File: src/include/fan_regs_pkg.sv
// Purpose: Shared constants and types for the fan source and alert mask register slice
// Assumes: 8-bit registers reached over a two-wire serial management bus
// Notes:   Widths and encodings are common to the top and its helpers
package fan_regs_pkg;

   // ----------------------------------------------------------------
   // Register map
   // ----------------------------------------------------------------
   localparam int          DW                = 8;
   localparam logic [7:0]  ADDR_FAN_BHV      = 8'h07;
   localparam logic [7:0]  ADDR_MASK1        = 8'h08;
   localparam logic [7:0]  ADDR_MASK2        = 8'h09;
   localparam logic [7:0]  ADDR_MASK3        = 8'h0A;
   localparam logic [7:0]  ADDR_HIGH_LIM     = 8'h0B;
   localparam logic [7:0]  ADDR_LOW_LIM      = 8'h0C;
   localparam logic [7:0]  PTR_STEP          = 8'h01;

   // ----------------------------------------------------------------
   // Reset values and writable bits
   // ----------------------------------------------------------------
   localparam logic [7:0]  RST_FAN_BHV       = 8'h09;
   localparam logic [7:0]  RST_MASK1         = 8'h52;
   localparam logic [7:0]  RST_MASK2         = 8'h18;
   localparam logic [7:0]  RST_MASK3         = 8'h00;
   localparam logic [7:0]  RST_HIGH_LIM      = 8'h8B;
   localparam logic [7:0]  RST_LOW_LIM       = 8'h54;
   localparam logic [7:0]  RST_PTR           = 8'h00;
   localparam logic [7:0]  ZERO_BYTE         = 8'h00;
   localparam logic [7:0]  WMASK_FAN_BHV     = 8'hCF;
   localparam logic [7:0]  WMASK_MASK1       = 8'hFF;
   localparam logic [7:0]  WMASK_MASK2       = 8'h1C;
   localparam logic [7:0]  WMASK_MASK3       = 8'hE0;

   // ----------------------------------------------------------------
   // Field positions
   // ----------------------------------------------------------------
   localparam int          FAN2_OFF_BIT      = 7;
   localparam int          FAN1_OFF_BIT      = 6;
   localparam int          FAN2_SEL_LSB      = 2;
   localparam int          FAN1_SEL_LSB      = 0;
   localparam int          SEL_W             = 2;
   localparam int          OT_STATE_BIT      = 2;
   localparam int          OT_EVENT_LSB      = 2;
   localparam int          FAN_FAULT_LSB     = 5;
   localparam int          LIMIT_CH          = 2;

   typedef enum logic [1:0] {
      SRC_LOCAL   = 2'b00,
      SRC_REMOTE1 = 2'b01,
      SRC_REMOTE2 = 2'b10,
      SRC_FULL    = 2'b11
   } fan_source_t;

   // ----------------------------------------------------------------
   // Fault queue lengths
   // ----------------------------------------------------------------
   localparam int          QLEN_W            = 4;
   localparam int          QCNT_W            = 3;
   localparam logic [2:0]  QUEUE_ONE         = 3'd1;
   localparam logic [2:0]  QUEUE_TWO         = 3'd2;
   localparam logic [2:0]  QUEUE_THREE       = 3'd3;
   localparam logic [2:0]  QUEUE_FOUR        = 3'd4;
   localparam logic [2:0]  QUEUE_STEP        = 3'd1;
   localparam logic [2:0]  QUEUE_CLEAR       = 3'd0;

   // ----------------------------------------------------------------
   // Serial bus framing
   // ----------------------------------------------------------------
   localparam logic [3:0]  BIT_FIRST         = 4'd0;
   localparam logic [3:0]  BIT_LAST          = 4'd7;
   localparam logic [3:0]  BIT_ACK           = 4'd8;
   localparam logic [3:0]  BIT_STEP          = 4'd1;

   typedef enum logic [2:0] {
      ST_IDLE,
      ST_ADDR,
      ST_PTR,
      ST_WDATA,
      ST_RDATA
   } smb_state_t;

endpackage

File: src/include/alert_if.sv
// Purpose: Carries status, masks and qualifiers from the register slice to the alert gate
// Assumes: One clock domain
// Notes:   Modport regs for the register side, gate for the combiner
`timescale 1ns/1ps
interface alert_if;
   logic [7:0] status1;
   logic [7:0] status2;
   logic [7:0] status3;
   logic [7:0] mask1;
   logic [7:0] mask2;
   logic [7:0] mask3;
   logic [7:0] qualify1;
   logic       comp_mode;
   logic       alert;

   modport regs (output status1, status2, status3, mask1, mask2, mask3,
                 output qualify1, comp_mode, input alert);
   modport gate (input status1, status2, status3, mask1, mask2, mask3,
                 input qualify1, comp_mode, output alert);
endinterface // alert_if

File: src/design/fan_source_alert_mask_regs.sv
// Purpose: Fan behaviour, interrupt mask and local limit registers behind a two-wire bus
// Assumes: Bus pins and measurement inputs are synchronous to clock_i
// Notes:   Status bits are sticky; the set wins over a clear in the same cycle
`timescale 1ns/1ps
module fan_source_alert_mask_regs
   import fan_regs_pkg::*;
#(
   parameter logic [6:0] BUS_ADDR = 7'h2C  // Arbitrary value, set per board
)(
   // Clock and reset
   input  wire logic                            clock_i,
   input  wire logic                            rstn_i,
   // Serial management bus
   input  wire logic                            scl_i,
   input  wire logic                            sda_i,
   output logic                                 sda_o,
   output logic                                 sda_oe_o,
   // Alert pin, open drain, low when driven
   output logic                                 alert_o,
   output logic                                 alert_oe_o,
   // Local measurement
   input  wire logic [fan_regs_pkg::DW-1:0]     local_temp_i,
   input  wire logic                            local_conv_done_i,
   // Status sources outside this slice
   input  wire logic [5:0]                      remote_event_i,
   input  wire logic [2:0]                      overtemp_event_i,
   input  wire logic [2:0]                      fan_fault_event_i,
   input  wire logic                            status_clear_i,
   // Configuration held elsewhere
   input  wire logic                            sw_reset_i,
   input  wire logic                            config_lock_i,
   input  wire logic                            alert_comparator_mode_i,
   input  wire logic [fan_regs_pkg::QLEN_W-1:0] fault_queue_len_i,
   // Fan control
   output logic                                 fan_one_off_o,
   output logic                                 fan_two_off_o,
   output logic [fan_regs_pkg::SEL_W-1:0]       fan_one_source_select_o,
   output logic [fan_regs_pkg::SEL_W-1:0]       fan_two_source_select_o,
   output logic                                 fan_one_full_speed_o,
   output logic                                 fan_two_full_speed_o,
   // Local limit status
   output logic                                 local_high_status_o,
   output logic                                 local_low_status_o
);
   import fan_regs_pkg::*;

   alert_if al();

   smb_state_t        state_r;
   logic              scl_q_r;
   logic              sda_q_r;
   logic [3:0]        bit_cnt_r;
   logic [7:0]        shift_r;
   logic [7:0]        ptr_r;
   logic [7:0]        rdata;
   logic              rw_r;
   logic              sda_oe_r;
   logic              wr_stb_r;
   logic [7:0]        fan_bhv_r;
   logic [7:0]        mask1_r;
   logic [7:0]        mask2_r;
   logic [7:0]        mask3_r;
   logic [7:0]        high_lim_r;
   logic [7:0]        low_lim_r;
   logic [7:0]        status1_r;
   logic [7:0]        status2_r;
   logic [7:0]        status3_r;
   logic [7:0]        set1;
   logic [7:0]        set2;
   logic [7:0]        set3;
   logic              above_high;
   logic              below_low;
   logic [LIMIT_CH-1:0] oor;
   logic [LIMIT_CH-1:0] met;
   logic              scl_rise;
   logic              scl_fall;
   logic              start_det;
   logic              stop_det;
   logic              addr_match;
   logic              byte_end;
   logic              ack_end;
   logic              tx_load;

   // ----------------------------------------------------------------
   // Bus line edges
   // ----------------------------------------------------------------
   always_ff @(posedge clock_i) begin
      if (!rstn_i) begin
         scl_q_r <= 1'b1;
         sda_q_r <= 1'b1;
      end else begin
         scl_q_r <= scl_i;
         sda_q_r <= sda_i;
      end
   end

   assign scl_rise   = scl_i & ~scl_q_r;
   assign scl_fall   = ~scl_i & scl_q_r;
   assign start_det  = scl_i & scl_q_r & sda_q_r & ~sda_i;
   assign stop_det   = scl_i & scl_q_r & ~sda_q_r & sda_i;
   assign addr_match = (shift_r[7:1] == BUS_ADDR);
   assign byte_end   = scl_fall && (bit_cnt_r == BIT_LAST);
   assign ack_end    = scl_fall && (bit_cnt_r == BIT_ACK);
   assign tx_load    = ack_end && (((state_r == ST_ADDR) && rw_r) || (state_r == ST_RDATA));

   // ----------------------------------------------------------------
   // Transfer state
   // ----------------------------------------------------------------
   always_ff @(posedge clock_i) begin
      if (!rstn_i) begin
         state_r <= ST_IDLE;
      end else if (start_det) begin
         state_r <= ST_ADDR;
      end else if (stop_det) begin
         state_r <= ST_IDLE;
      end else if (byte_end) begin
         if ((state_r == ST_ADDR) && !addr_match) begin
            state_r <= ST_IDLE;
         end
      end else if (ack_end) begin
         case (state_r)
            ST_ADDR:  state_r <= rw_r ? ST_RDATA : ST_PTR;
            ST_PTR:   state_r <= ST_WDATA;
            default:  state_r <= state_r;
         endcase
      end else if (scl_rise && (bit_cnt_r == BIT_ACK) && (state_r == ST_RDATA) && sda_i) begin
         // Master declined more data
         state_r <= ST_IDLE;
      end
   end

   always_ff @(posedge clock_i) begin
      if (!rstn_i) begin
         bit_cnt_r <= BIT_FIRST;
      end else if (start_det) begin
         bit_cnt_r <= '1; // Fall after a start is no bit; it wraps to bit 0
      end else if (scl_fall && (state_r != ST_IDLE)) begin
         bit_cnt_r <= (bit_cnt_r == BIT_ACK) ? BIT_FIRST : bit_cnt_r + BIT_STEP;
      end
   end

   always_ff @(posedge clock_i) begin
      if (!rstn_i) begin
         rw_r <= 1'b0;
      end else if (byte_end && (state_r == ST_ADDR)) begin
         rw_r <= shift_r[0];
      end
   end

   // ----------------------------------------------------------------
   // Shift register, shared by receive and transmit
   // ----------------------------------------------------------------
   always_ff @(posedge clock_i) begin
      if (!rstn_i) begin
         shift_r <= ZERO_BYTE;
      end else if (tx_load) begin
         shift_r <= rdata;
      end else if (scl_fall && (state_r == ST_RDATA) && (bit_cnt_r < BIT_LAST)) begin
         shift_r <= {shift_r[6:0], 1'b0};
      end else if (scl_rise && (bit_cnt_r < BIT_ACK) && (state_r != ST_IDLE)
                   && (state_r != ST_RDATA)) begin
         shift_r <= {shift_r[6:0], sda_i};
      end
   end

   // ----------------------------------------------------------------
   // Data line drive: acknowledge and read bits
   // ----------------------------------------------------------------
   always_ff @(posedge clock_i) begin
      if (!rstn_i) begin
         sda_oe_r <= 1'b0;
      end else if (start_det || stop_det) begin
         sda_oe_r <= 1'b0;
      end else if (scl_fall) begin
         if (bit_cnt_r == BIT_LAST) begin
            sda_oe_r <= ((state_r == ST_ADDR) && addr_match)
                        || (state_r == ST_PTR) || (state_r == ST_WDATA);
         end else if (tx_load) begin
            sda_oe_r <= ~rdata[7];
         end else if ((state_r == ST_RDATA) && (bit_cnt_r < BIT_LAST)) begin
            sda_oe_r <= ~shift_r[6];
         end else begin
            sda_oe_r <= 1'b0;
         end
      end
   end

   assign sda_o    = 1'b0;
   assign sda_oe_o = sda_oe_r;

   // ----------------------------------------------------------------
   // Register pointer and write strobe
   // ----------------------------------------------------------------
   always_ff @(posedge clock_i) begin
      if (!rstn_i) begin
         ptr_r <= RST_PTR;
      end else if (byte_end && (state_r == ST_PTR)) begin
         ptr_r <= shift_r;
      end else if (byte_end && (state_r == ST_RDATA)) begin
         ptr_r <= ptr_r + PTR_STEP;
      end else if (ack_end && (state_r == ST_WDATA)) begin
         ptr_r <= ptr_r + PTR_STEP;
      end
   end

   always_ff @(posedge clock_i) begin
      if (!rstn_i) begin
         wr_stb_r <= 1'b0;
      end else begin
         wr_stb_r <= byte_end && (state_r == ST_WDATA);
      end
   end

   // ----------------------------------------------------------------
   // Software-reset registers
   // ----------------------------------------------------------------
   always_ff @(posedge clock_i) begin
      if (!rstn_i || sw_reset_i) begin
         fan_bhv_r <= RST_FAN_BHV;
      end else if (wr_stb_r && (ptr_r == ADDR_FAN_BHV) && !config_lock_i) begin
         fan_bhv_r <= shift_r & WMASK_FAN_BHV;
      end
   end

   always_ff @(posedge clock_i) begin
      if (!rstn_i || sw_reset_i) begin
         mask1_r <= RST_MASK1;
      end else if (wr_stb_r && (ptr_r == ADDR_MASK1)) begin
         mask1_r <= shift_r & WMASK_MASK1;
      end
   end

   always_ff @(posedge clock_i) begin
      if (!rstn_i || sw_reset_i) begin
         mask2_r <= RST_MASK2;
      end else if (wr_stb_r && (ptr_r == ADDR_MASK2)) begin
         mask2_r <= shift_r & WMASK_MASK2;
      end
   end

   always_ff @(posedge clock_i) begin
      if (!rstn_i || sw_reset_i) begin
         mask3_r <= RST_MASK3;
      end else if (wr_stb_r && (ptr_r == ADDR_MASK3)) begin
         mask3_r <= shift_r & WMASK_MASK3;
      end
   end

   // ----------------------------------------------------------------
   // Local limits: power-on reset only, never locked
   // ----------------------------------------------------------------
   always_ff @(posedge clock_i) begin
      if (!rstn_i) begin
         high_lim_r <= RST_HIGH_LIM;
      end else if (wr_stb_r && (ptr_r == ADDR_HIGH_LIM)) begin
         high_lim_r <= shift_r;
      end
   end

   always_ff @(posedge clock_i) begin
      if (!rstn_i) begin
         low_lim_r <= RST_LOW_LIM;
      end else if (wr_stb_r && (ptr_r == ADDR_LOW_LIM)) begin
         low_lim_r <= shift_r;
      end
   end

   // ----------------------------------------------------------------
   // Read mux
   // ----------------------------------------------------------------
   always_comb begin
      case (ptr_r)
         ADDR_FAN_BHV:  rdata = fan_bhv_r;
         ADDR_MASK1:    rdata = mask1_r;
         ADDR_MASK2:    rdata = mask2_r;
         ADDR_MASK3:    rdata = mask3_r;
         ADDR_HIGH_LIM: rdata = high_lim_r;
         ADDR_LOW_LIM:  rdata = low_lim_r;
         default:       rdata = ZERO_BYTE;
      endcase
   end

   // ----------------------------------------------------------------
   // Local limit checks and fault queues
   // ----------------------------------------------------------------
   assign above_high = (local_temp_i > high_lim_r);
   assign below_low  = (local_temp_i < low_lim_r);
   assign oor        = {above_high, below_low};

   for (genvar ch = 0; ch < LIMIT_CH; ch++) begin : g_queue
      fault_queue u_queue (
         .clock_i        (clock_i),
         .rstn_i         (rstn_i),
         .sample_i       (local_conv_done_i),
         .out_of_limit_i (oor[ch]),
         .queue_len_i    (fault_queue_len_i),
         .met_o          (met[ch])
      );
   end

   // ----------------------------------------------------------------
   // Sticky status, set wins over clear
   // ----------------------------------------------------------------
   assign set1 = {above_high & local_conv_done_i,
                  below_low & local_conv_done_i,
                  remote_event_i};
   assign set2 = {3'b000, overtemp_event_i, 2'b00};
   assign set3 = {fan_fault_event_i, 5'b00000};

   always_ff @(posedge clock_i) begin
      if (!rstn_i) begin
         status1_r <= ZERO_BYTE;
         status2_r <= ZERO_BYTE;
         status3_r <= ZERO_BYTE;
      end else begin
         status1_r <= (status_clear_i ? ZERO_BYTE : status1_r) | set1;
         status2_r <= (status_clear_i ? ZERO_BYTE : status2_r) | set2;
         status3_r <= (status_clear_i ? ZERO_BYTE : status3_r) | set3;
      end
   end

   // ----------------------------------------------------------------
   // Alert combining
   // ----------------------------------------------------------------
   assign al.status1   = status1_r;
   assign al.status2   = status2_r;
   assign al.status3   = status3_r;
   assign al.mask1     = mask1_r;
   assign al.mask2     = mask2_r;
   assign al.mask3     = mask3_r;
   assign al.qualify1  = {met, {6{1'b1}}};
   assign al.comp_mode = alert_comparator_mode_i;

   alert_gate u_gate (
      .clock_i (clock_i),
      .rstn_i  (rstn_i),
      .al      (al.gate)
   );

   assign alert_o    = 1'b0;
   assign alert_oe_o = al.alert;

   // ----------------------------------------------------------------
   // Fan control outputs
   // ----------------------------------------------------------------
   assign fan_two_off_o           = fan_bhv_r[FAN2_OFF_BIT];
   assign fan_one_off_o           = fan_bhv_r[FAN1_OFF_BIT];
   assign fan_two_source_select_o = fan_bhv_r[FAN2_SEL_LSB +: SEL_W];
   assign fan_one_source_select_o = fan_bhv_r[FAN1_SEL_LSB +: SEL_W];
   assign fan_two_full_speed_o    = (fan_bhv_r[FAN2_SEL_LSB +: SEL_W] == SRC_FULL);
   assign fan_one_full_speed_o    = (fan_bhv_r[FAN1_SEL_LSB +: SEL_W] == SRC_FULL);

   assign local_high_status_o = status1_r[7];
   assign local_low_status_o  = status1_r[6];

endmodule // fan_source_alert_mask_regs

File: src/design/fault_queue.sv
// Purpose: Counts consecutive out-of-limit conversions of one limit check
// Assumes: sample_i pulses once per completed conversion
// Notes:   met_o stays high while the run length reaches the programmed queue
`timescale 1ns/1ps
module fault_queue
   import fan_regs_pkg::*;
(
   // Clock and reset
   input  wire logic                          clock_i,
   input  wire logic                          rstn_i,
   // Measurement
   input  wire logic                          sample_i,
   input  wire logic                          out_of_limit_i,
   input  wire logic [fan_regs_pkg::QLEN_W-1:0] queue_len_i,
   // Result
   output logic                               met_o
);
   logic [QCNT_W-1:0] cnt_r;
   logic [QCNT_W-1:0] need;

   always_comb begin
      if (queue_len_i[3]) begin
         need = QUEUE_FOUR;
      end else if (queue_len_i[2]) begin
         need = QUEUE_THREE;
      end else if (queue_len_i[1]) begin
         need = QUEUE_TWO;
      end else begin
         need = QUEUE_ONE;
      end
   end

   // Run length saturates at the longest queue
   always_ff @(posedge clock_i) begin
      if (!rstn_i) begin
         cnt_r <= QUEUE_CLEAR;
      end else if (sample_i) begin
         if (!out_of_limit_i) begin
            cnt_r <= QUEUE_CLEAR;
         end else if (cnt_r != QUEUE_FOUR) begin
            cnt_r <= cnt_r + QUEUE_STEP;
         end
      end
   end

   assign met_o = (cnt_r >= need);

endmodule // fault_queue

File: src/design/alert_gate.sv
// Purpose: Folds unmasked status bits into one registered alert level
// Assumes: Status and masks arrive through alert_if
// Notes:   The overtemperature state bit is ignored in comparator mode
`timescale 1ns/1ps
module alert_gate
   import fan_regs_pkg::*;
(
   // Clock and reset
   input  wire logic clock_i,
   input  wire logic rstn_i,
   // Status and masks
   alert_if.gate     al
);
   logic [7:0] st2;
   logic       pending;

   always_comb begin
      st2 = al.status2;
      if (al.comp_mode) begin
         st2[OT_STATE_BIT] = 1'b0;
      end
      pending = |(al.status1 & ~al.mask1 & al.qualify1)
              | |(st2 & ~al.mask2)
              | |(al.status3 & ~al.mask3);
   end

   always_ff @(posedge clock_i) begin
      if (!rstn_i) begin
         al.alert <= 1'b0;
      end else begin
         al.alert <= pending;
      end
   end

endmodule // alert_gate

File: config.mk
export PLATFORM = sky130hd
export DESIGN_NAME = fan_source_alert_mask_regs
export DESIGN_NICKNAME = d
export VERILOG_FILES = /design/src/include/fan_regs_pkg.sv /design/src/include/alert_if.sv /design/src/design/fan_source_alert_mask_regs.sv /design/src/design/fault_queue.sv /design/src/design/alert_gate.sv
export SDC_FILE = /design/constraint.sdc
export NUM_CORES = 1
export LEC_CHECK = 0
export ABC_AREA = 1
export BUFFER_PORTS_ARGS = -buffer_cell sky130_fd_sc_hd__buf_2
export CAP_MARGIN = 20
export CORE_UTILIZATION = 35
export CTS_CLUSTER_DIAMETER = 150
export DETAILED_ROUTE_END_ITERATION = 7
export MAX_ROUTING_LAYER = met4
export PLACE_DENSITY_LB_ADDON = 0.2
export SKIP_CTS_REPAIR_TIMING = 1
export SLEW_MARGIN = 30
export SYNTH_ARGS = -nofsm -noshare
export SYNTH_HDL_FRONTEND = slang
export SYNTH_SLANG_ARGS = --single-unit
File: constraint.sdc
create_clock -name clock_i -period 1.5 [get_ports clock_i]
set_clock_uncertainty 0.1 [all_clocks]
set_input_delay 0 -clock clock_i [delete_from_list [all_inputs] [get_ports clock_i]]
set_output_delay 0 -clock clock_i [all_outputs]
set_load 0.01 [all_outputs]
-- Yosys cells after proc, flatten, opt, wreduce, memory -nomap -nowiden
Cells that the tools add are included.
- bits in registers: 95
- logic and storage cells: 167
- $add $sub $neg: 4
- magnitude comparators: 6
- eq/ne operators: 24
- multiplexer cells: 32
- bitwise operators: 28
- reduce and logical (&&, ||, !) cells: 51
- operators by type and width (kind ; count):
    two-way mux 8 bit ; 9
    one-hot mux 8 bit (6 select lines) ; 1
    == test 8 x 4 -> 1 bit, second input constant ; 5
    two-way mux 3 bit ; 11
    bitwise AND 8 bit ; 4
    logical AND 1 bit ; 28
    OR reduction 8 bit ; 3
    NOT 8 bit ; 2
    bitwise OR 8 bit ; 2
    two-way mux 4 bit ; 3
    nonzero test 3 bit ; 4
    bitwise AND 1 bit ; 9
    != test 3 bit, second input constant ; 3
    adder 8 x 1 -> 8 bit, second input constant ; 1
    == test 8 x 3 -> 1 bit, second input constant ; 1
    > comparator 8 bit ; 1
    less-than comparator 8 bit ; 1
    NOT 5 -> 8 bit ; 1
    bitwise OR 8 x 5 -> 8 bit ; 1
    == test 7 x 6 -> 1 bit, second input constant ; 1
    NOT 1 bit ; 7
    adder 3 x 1 -> 3 bit, second input constant ; 2
    == test 3 x 2 -> 1 bit, second input constant ; 2
    >= comparator 3 bit ; 2
    other kinds (24) ; 41

-- Depth between registers and ports, before layout
Gate-level depths: netlist (run 1).
- word-level depth: 10
- mapped depth: 13

-- Modules after synthesis
From an unflattened synthesis (run 1), not the netlist that was laid out.
- cell total of the unflattened synthesis: 701
- area, all modules: 4885.9 sq um
- modules (own cells, without submodules) (module ; instances ; cells an instance ; area each (sq um)):
    fan_source_alert_mask_regs ; 1 ; 557 ; 4070.2
    fault_queue ; 2 ; 39 ; 264.0
    alert_gate ; 1 ; 66 ; 287.8

-- Least setup slack after synthesis (run 1)
No wires, ideal clock.
- path type: reg-to-reg
- start: register ptr_r[0]
- end: register mask1_r[1], in the netlist al.mask1[1]
- arrival: 1.429 ns
- required time: 1.281 ns
- path slack: -0.148 ns
- cell stages (with the launch flop): 11
- clock period less this slack: 1.648 ns
- cells stage by stage: dfxtp_1 inv_1 ha_1 nand3_1 nor2_8 inv_2 nor2_4 inv_2 buf_6 a21oi_1 o21ai_1
- cells in the longest elaborated chain, start to end: 2
- ends and longest elaborated chain (element ; RTL line ; text):
    start: declaration ; fan_source_alert_mask_regs.sv:54 ; logic [7:0] ptr_r;
    start signal: assignment ; fan_source_alert_mask_regs.sv:198 ; ptr_r <= shift_r;
    start signal: assignment ; fan_source_alert_mask_regs.sv:200 ; ptr_r <= ptr_r + PTR_STEP;
    start signal: assignment ; fan_source_alert_mask_regs.sv:202 ; ptr_r <= ptr_r + PTR_STEP;
    == test 8 x 4 -> 1 bit ; fan_source_alert_mask_regs.sv:228 ; end else if (wr_stb_r && (ptr_r == ADDR_MASK1)) begin
    logical AND 1 bit ; fan_source_alert_mask_regs.sv:228 ;
    end signal: assignment ; fan_source_alert_mask_regs.sv:229 ; mask1_r <= shift_r & WMASK_MASK1;
    end: declaration ; fan_source_alert_mask_regs.sv:60 ; logic [7:0] mask1_r;
No other way between the ends.
A chain may end at the register's enable or synchronous reset.

-- Worst setup path after layout (run 1)
- start: register bit_cnt_r[0]
- end: register shift_r[4]
- cells in the longest elaborated chain, start to end: 5
- elaborated cells on any way between the ends: 12
- classes of those cells: 2 x order compare; 1 x eq/ne; 2 x mux; 7 x reduce/logical
- ends and longest elaborated chain (element ; RTL line ; text):
    start: declaration ; fan_source_alert_mask_regs.sv:52 ; logic [3:0] bit_cnt_r;
    start signal: assignment ; fan_source_alert_mask_regs.sv:138 ; bit_cnt_r <= (bit_cnt_r == BIT_ACK) ? BIT_FIRST : bit_cnt_r + BIT_STEP;
    less-than comparator 4 bit ; fan_source_alert_mask_regs.sv:160 ; end else if (scl_rise && (bit_cnt_r < BIT_ACK) && (state_r != ST_IDLE)
    logical AND 1 bit (2 in a row) ; fan_source_alert_mask_regs.sv:160 ;
    logical AND 1 bit ; fan_source_alert_mask_regs.sv:161 ; && (state_r != ST_RDATA)) begin
    nonzero test 3 bit (no line) ; n/a ;
    end signal: assignment ; fan_source_alert_mask_regs.sv:157 ; shift_r <= rdata;
    end signal: assignment ; fan_source_alert_mask_regs.sv:159 ; shift_r <= {shift_r[6:0], 1'b0};
    end signal: assignment ; fan_source_alert_mask_regs.sv:162 ; shift_r <= {shift_r[6:0], sda_i};
    end: declaration ; fan_source_alert_mask_regs.sv:53 ; logic [7:0] shift_r;
Several ways; a longest one is shown, not always the timed one.

==> results of run 1 <==
==> cells in the mapped netlist (2+ instances only) <==
| cell | n | share of area [%] |
|---|---|---|
| buf_6 | 4 | 0.95 |
| nor2_2 | 3 | 0.40 |
| xnor2_1 | 3 | 0.56 |
| o21ai_1 | 5 | 0.53 |
| nor2_4 | 9 | 2.1 |
| nand3b_1 | 4 | 0.64 |
| nand2_4 | 4 | 0.95 |
| a31oi_1 | 8 | 1.1 |
| buf_4 | 3 | 0.48 |
| a21oi_1 | 71 | 7.5 |
| nand4_1 | 13 | 1.7 |
| buf_2 | 2 | 0.21 |
| nor3_1 | 7 | 0.74 |
| dfxtp_1 | 85 | 36 |
| nand2_2 | 5 | 0.66 |
| o22ai_1 | 2 | 0.27 |
| a211oi_1 | 3 | 0.48 |
| or2_2 | 2 | 0.27 |
| inv_2 | 5 | 0.40 |
| xor2_1 | 4 | 0.74 |
| nor2_1 | 51 | 4.1 |
| nand3_4 | 2 | 0.74 |
| clkbuf_1 | 7 | 0.56 |
| o211ai_1 | 10 | 1.6 |
| ha_1 | 29 | 7.7 |
| inv_4 | 2 | 0.27 |
| nand2_1 | 138 | 11 |
| inv_1 | 89 | 7.1 |
| o21ai_0 | 47 | 5.0 |
| nand3_1 | 28 | 3.0 |
==> final cells by class <==
class	count	share of cell area, %
Timing Repair Buffer	155	17.0
Inverter	98	5.92
Multi-Input combinational cell	459	44.2
Clock buffer	11	3.62
Tap cell	176	3.15
Clock inverter	5	1.18
Sequential cell	85	24.9
==> tightest hold or removal path: cells and delay by family <==
kind,cells,cell delay (ns)
compound gates,1,0.08
buf+inv,2,0.13
simple gates,2,0.18
==> state kept, by name (all words and copies together), names as in the netlist <==
name and cells:
al.mask1 8, al.status3 3, rw_r 1, g_queue.u_queue.cnt_r 6, al.status2 3, fan_bhv_r 6
al.mask3 3, sda_q_r 1, al.status1 8, u_gate.al.alert 1, al.mask2 3, scl_q_r 1
sda_oe_o 1, wr_stb_r 1, state_r 3, low_lim_r 8, bit_cnt_r 4, high_lim_r 8
ptr_r 8, shift_r 8
==> cell families (layout without fill, tap and decap cells) <==
kind of cell,after synthesis,in the layout
adders and majority gates,29,29
other,1,2
and+or+nand+nor,268,269
xor gates and xnor gates,7,7
AOI/OAI and AO/OA,152,152
DFF,85,85
buffers and inverters,115,269
==> per-layer routing <==
metal  vias to the layer above  global-route usage, %  share of wire [%]  wire length, microns
li1                       2455                      -                  -                     -
met1                      2268                   25.8                 45                  6660
met2                        98                   33.4                 49                  7240
met3                        23                   2.86                3.4                   503
met4                         0                   8.97                2.0                   289
met5                         -                      -                  0                     0
==> worst paths after layout <==
kind	slack [ns]	end	start
min	-0.02	fan_bhv_r[3]$_SDFFE_PP1P_	config_lock_i
min reg2reg	0.38	sda_oe_o$_SDFFE_PP0P_	sda_oe_o$_SDFFE_PP0P_
max	-0.20	shift_r[4]$_SDFFE_PN0P_	bit_cnt_r[0]$_SDFFE_PN0P_
max reg2reg	-0.20	shift_r[4]$_SDFFE_PN0P_	bit_cnt_r[0]$_SDFFE_PN0P_
==> per-stage QoR <==
stage,TNS [ns],instance area [sq um],cells
after detailed placement,-5.24,5720,941
after global placement,-3.55,5720,941
after floorplan,-0.219,4760,658
final,-3.91,6980,989
after CTS,-6.29,6060,957
after global routing,-8.25,6980,989
==> power groups by stage <==
stage | Sequential (uW) | Combinational (uW) | Clock (uW)
global placement | 2390 | 410 | 0
CTS | 2340 | 425 | 2560
floorplan | 2390 | 245 | 0
global route | 2340 | 604 | 2630
finish | 2340 | 542 | 2510
detailed placement | 2390 | 423 | 0
==> flow_summary.yaml, run 1 <==
clocking:
  clock_sink_count: 85
  htree_num_levels: 3
  cts_inserted_buffers: 9
  cts_buffer_depth: 2
  cts_root_buffer: "clkbuf_16"
  clock_latency_ns: 0.35
  cts.clk_slew.worst_paths_ns: 0.07
  cts_tree: "yes"
layout:
  final_cell_mix: "nand2_1 (115), buf_4 (81), inv_1 (71), dfxtp_1 (61), a21oi_1 (58)"
  multi_input_area_sq_um: 3080
  layout_commonest_cell: "nand2_1"
  seqCellArea_sq_um: 1740
  finalNetCount: 870
  area_growth_syn_to_layout_pct: 48.0
  nFillCells: 1301
  final_core_util_pct: 52.9
  drive_gt1_share_pct: 38.7
  diodes: 0
run:
  maxCapViolCount: 0
grt:
  grt_pass1_wl_mm: 22.1
  overflow: 0
  grt_max_degree: 30
  grt_pass1_vias: 4540
  grt_use_total_pct: 20.7
  antenna_found_initial: 0
setup_path:
  path_class: "flop to flop"
  crit_slowest_cell: "dfxtp_2"
  ff2ff_path_depth: 11
  crit_chain: "inv_2 -> ha_4 -> nand2_2 -> nor2_4 -> nand2_4 -> inv_6 -> nand2_8 -> nand3_4 -> buf_6 -> o21ai_0 -> a21oi_1"
  critPathTopFamily: "simple AND/OR/NAND/NOR gates"
  slowest_delay_ns: 0.34
  worst_setup_path_end_kind: "flop"
  crit_buf_inv: 3
  startpoint_type: "flop"
  arrival_ns: 1.88
  worstPathMaxFanout: 7
  path_depth: 11
  worstPathRequired_ns: 1.68
placement:
  hpwl_mm: 10.5
  routabilityCongestion: 0.857
  portBuffers: 43
  dpl_worst_slack_ns: -0.216
logic_synthesis:
  synth_edf_count: 0
  yosysWarnings: 0
  syn_area_sq_um: 4720
  avgSynthCellArea_sq_um: 7.18
  synth_compound_area_share_pct: 17.8
  synth_seq_cells: 85
  synth_cells: 657
  synth-seq-area-share_pct: 36.1
  synth_simple_gate_area_share_pct: 26.8
  muxShareOfSynthArea_pct: 0
  synth_xor_area_share_pct: 1.30
  synth_top_family_by_area: "simple AND/OR/NAND/NOR gates"
  ys_dominant_reg_cell: "dfxtp_1"
  async_flop_share_pct: 0
  ys_types: 42
  synth_adder_area_share_pct: 7.69
status:
  violations: "hold timing, setup timing"
  outcome: "complete, but fails checks"
pwr:
  power.switching_uw: 1300
  p_leak_uw: 0.00308
  p_sw_share_pct: 24.1
  p_total_uw: 5400
  ir_drop_mv: 0.699
  comb_power_share_pct: 10.0
  p_int_uw: 4100
  pwr_density_cell_nw_per_um2: 773
  p_clk_share_pct: 46.6
  p_seq_share_pct: 43.4
floorplan:
  core_region_area_sq_um: 13200
  dieArea_sq_um: 13900
  die_w_microns: 118
  placementRows: 42
  top_level_ports: 47
  start_util_pct: 35.8
  fp.dieH_microns: 118
drt:
  first_pass_iters: 4
  finalWirelength_mm: 14.7
  vias: 4844
  vias_per_cell: 4.90
  drc: 0
  drt_iter0_drc: 238
  avgRoutedWirePerCell_microns: 14.9
  postRouteAntennaNets: 0
worst_hold_path:
  worstHoldPathCells: 5
  hold_path_class: "input pin to flop"
sta:
  fin_crit_ns: 1.70
  fin_crit_sh_pct: 113
  layout_setup_ws_ns: -0.197
  max_slew_margin_pct: 66.0
  hold_ws_ns: -0.0211
  setup_viol_count_final: 46
  maxSlewViolCount: 0
  worstMarginPinSlew_ns: 0.510
  clock.fmax_mhz: 589
  rsz0062_at_grt: "yes"
  hold_viol: 3
Note: power is estimated with default switching activity, not from simulation.
==> inputs of run 2 (changes only) <==
RECOVER_POWER = 25   (was default)
==> flow_summary.yaml, run 2 (synthesized netlist as in run 1, its figures left out) <==
placement:
  routabilityCongestion: 0.857
  portBuffers: 43
  hpwl_mm: 10.5
layout:
  final_cell_mix: "nand2_1 (115), buf_4 (79), inv_1 (71), dfxtp_1 (61), a21oi_1 (58)"
  diodes: 0
  area_growth_syn_to_layout_pct: 47.8
  final_core_util_pct: 52.9
  nFillCells: 1304
  finalNetCount: 870
  layout_commonest_cell: "nand2_1"
  drive_gt1_share_pct: 38.4
clocking:
  clock_latency_ns: 0.35
  clock_sink_count: 85
  cts.clk_slew.worst_paths_ns: 0.07
  htree_num_levels: 3
  cts_root_buffer: "clkbuf_16"
  cts_buffer_depth: 2
  cts_inserted_buffers: 9
  cts_tree: "yes"
grt:
  grt_max_degree: 30
  grt_pass1_wl_mm: 22.1
  grt_use_total_pct: 20.7
  overflow: 0
  antenna_found_initial: 0
  grt_pass1_vias: 4540
floorplan:
  dieArea_sq_um: 13900
  start_util_pct: 35.8
  die_w_microns: 118
  placementRows: 42
  fp.dieH_microns: 118
  top_level_ports: 47
  core_region_area_sq_um: 13200
sta:
  setup_viol_count_final: 48
  hold_ws_ns: -0.0168
  rsz0062_at_grt: "yes"
  maxSlewViolCount: 0
  layout_setup_ws_ns: -0.201
  max_slew_margin_pct: 37.3
  fin_crit_sh_pct: 113
  worstMarginPinSlew_ns: 0.941
  hold_viol: 2
  clock.fmax_mhz: 588
  fin_crit_ns: 1.70
setup_path:
  slowest_delay_ns: 0.34
  crit_slowest_cell: "dfxtp_2"
  critPathTopFamily: "simple AND/OR/NAND/NOR gates"
  worst_setup_path_end_kind: "flop"
  arrival_ns: 1.88
  worstPathRequired_ns: 1.68
  crit_chain: "inv_2 -> ha_4 -> nand2_2 -> nor2_4 -> nand2_4 -> inv_6 -> nand2_8 -> nand3_4 -> buf_6 -> o21ai_0 -> a21oi_1"
  crit_buf_inv: 3
  startpoint_type: "flop"
  worstPathMaxFanout: 7
  path_class: "flop to flop"
drt:
  vias: 4856
  avgRoutedWirePerCell_microns: 14.8
  finalWirelength_mm: 14.7
  vias_per_cell: 4.91
  postRouteAntennaNets: 0
  first_pass_iters: 4
  drt_iter0_drc: 247
  drc: 0
status:
  outcome: "complete, but fails checks"
  violations: "hold timing, setup timing"
pwr:
  pwr_density_cell_nw_per_um2: 772
  p_leak_uw: 0.00307
  ir_drop_mv: 0.694
worst_hold_path:
  hold_path_class: "input pin to flop"
run:
  maxCapViolCount: 0
## run 2: worst min-delay path, delay by kind of cell
family                 cells  cell delay (ns)
buffers and inverters      2             0.13
AO/OA/AOI/OAI              1             0.08
AND/OR/NAND/NOR            2             0.18
## run 2: layout make-up
| type | instances | area [sq um] | share of cell area [%] |
|---|---|---|---|
| Clock inverter | 5 | 82.6 | 1.18 |
| Multi-Input combinational cell | 459 | 3080 | 44.2 |
| Sequential cell | 85 | 1740 | 24.9 |
| Tap cell | 176 | 220 | 3.16 |
| Timing Repair Buffer | 155 | 1180 | 16.9 |
| Inverter | 98 | 413 | 5.92 |
| Clock buffer | 11 | 253 | 3.63 |
## run 2: power breakdown
group	switching [uW]	leakage [uW]	internal, uW	total, uW
Combinational	300	0.00221	239	539
Sequential	36.5	0.000699	2300	2340
Clock	949	0.000166	1550	2500
## run 2: layer usage
layer / global-route usage, % / wire, microns / up-vias
met3: 2.86 / 493 / 25
li1: - / - / 2460
met5: - / 0 / -
met4: 8.97 / 305 / 0
met2: 33.4 / 7230 / 86
met1: 25.8 / 6650 / 2285
## run 2: final timing paths
kind	start	endpoint	slack (ns)	cells after the start
max	bit_cnt_r[0]$_SDFFE_PN0P_	shift_r[4]$_SDFFE_PN0P_	-0.20	11
min reg2reg	sda_oe_o$_SDFFE_PP0P_	sda_oe_o$_SDFFE_PP0P_	0.38	2
max reg2reg	bit_cnt_r[0]$_SDFFE_PN0P_	shift_r[4]$_SDFFE_PN0P_	-0.20	11
min	config_lock_i	fan_bhv_r[3]$_SDFFE_PP1P_	-0.02	5
## run 2: metrics by stage
stage | cell area [sq um] | setup WS, ns | instances | power (uW) | setup TNS, ns
5_1_grt | 6970 | -0.257 | 989 | 5570 | -8.61
3_3_place_gp | 5720 | -0.160 | 941 | 2800 | -3.55
6_report | 6970 | -0.201 | 989 | 5380 | -4.10
2_1_floorplan | 4760 | -0.0484 | 658 | 2640 | -0.219
4_1_cts | 6060 | -0.235 | 957 | 5330 | -6.29
3_5_place_dp | 5720 | -0.216 | 941 | 2820 | -5.24
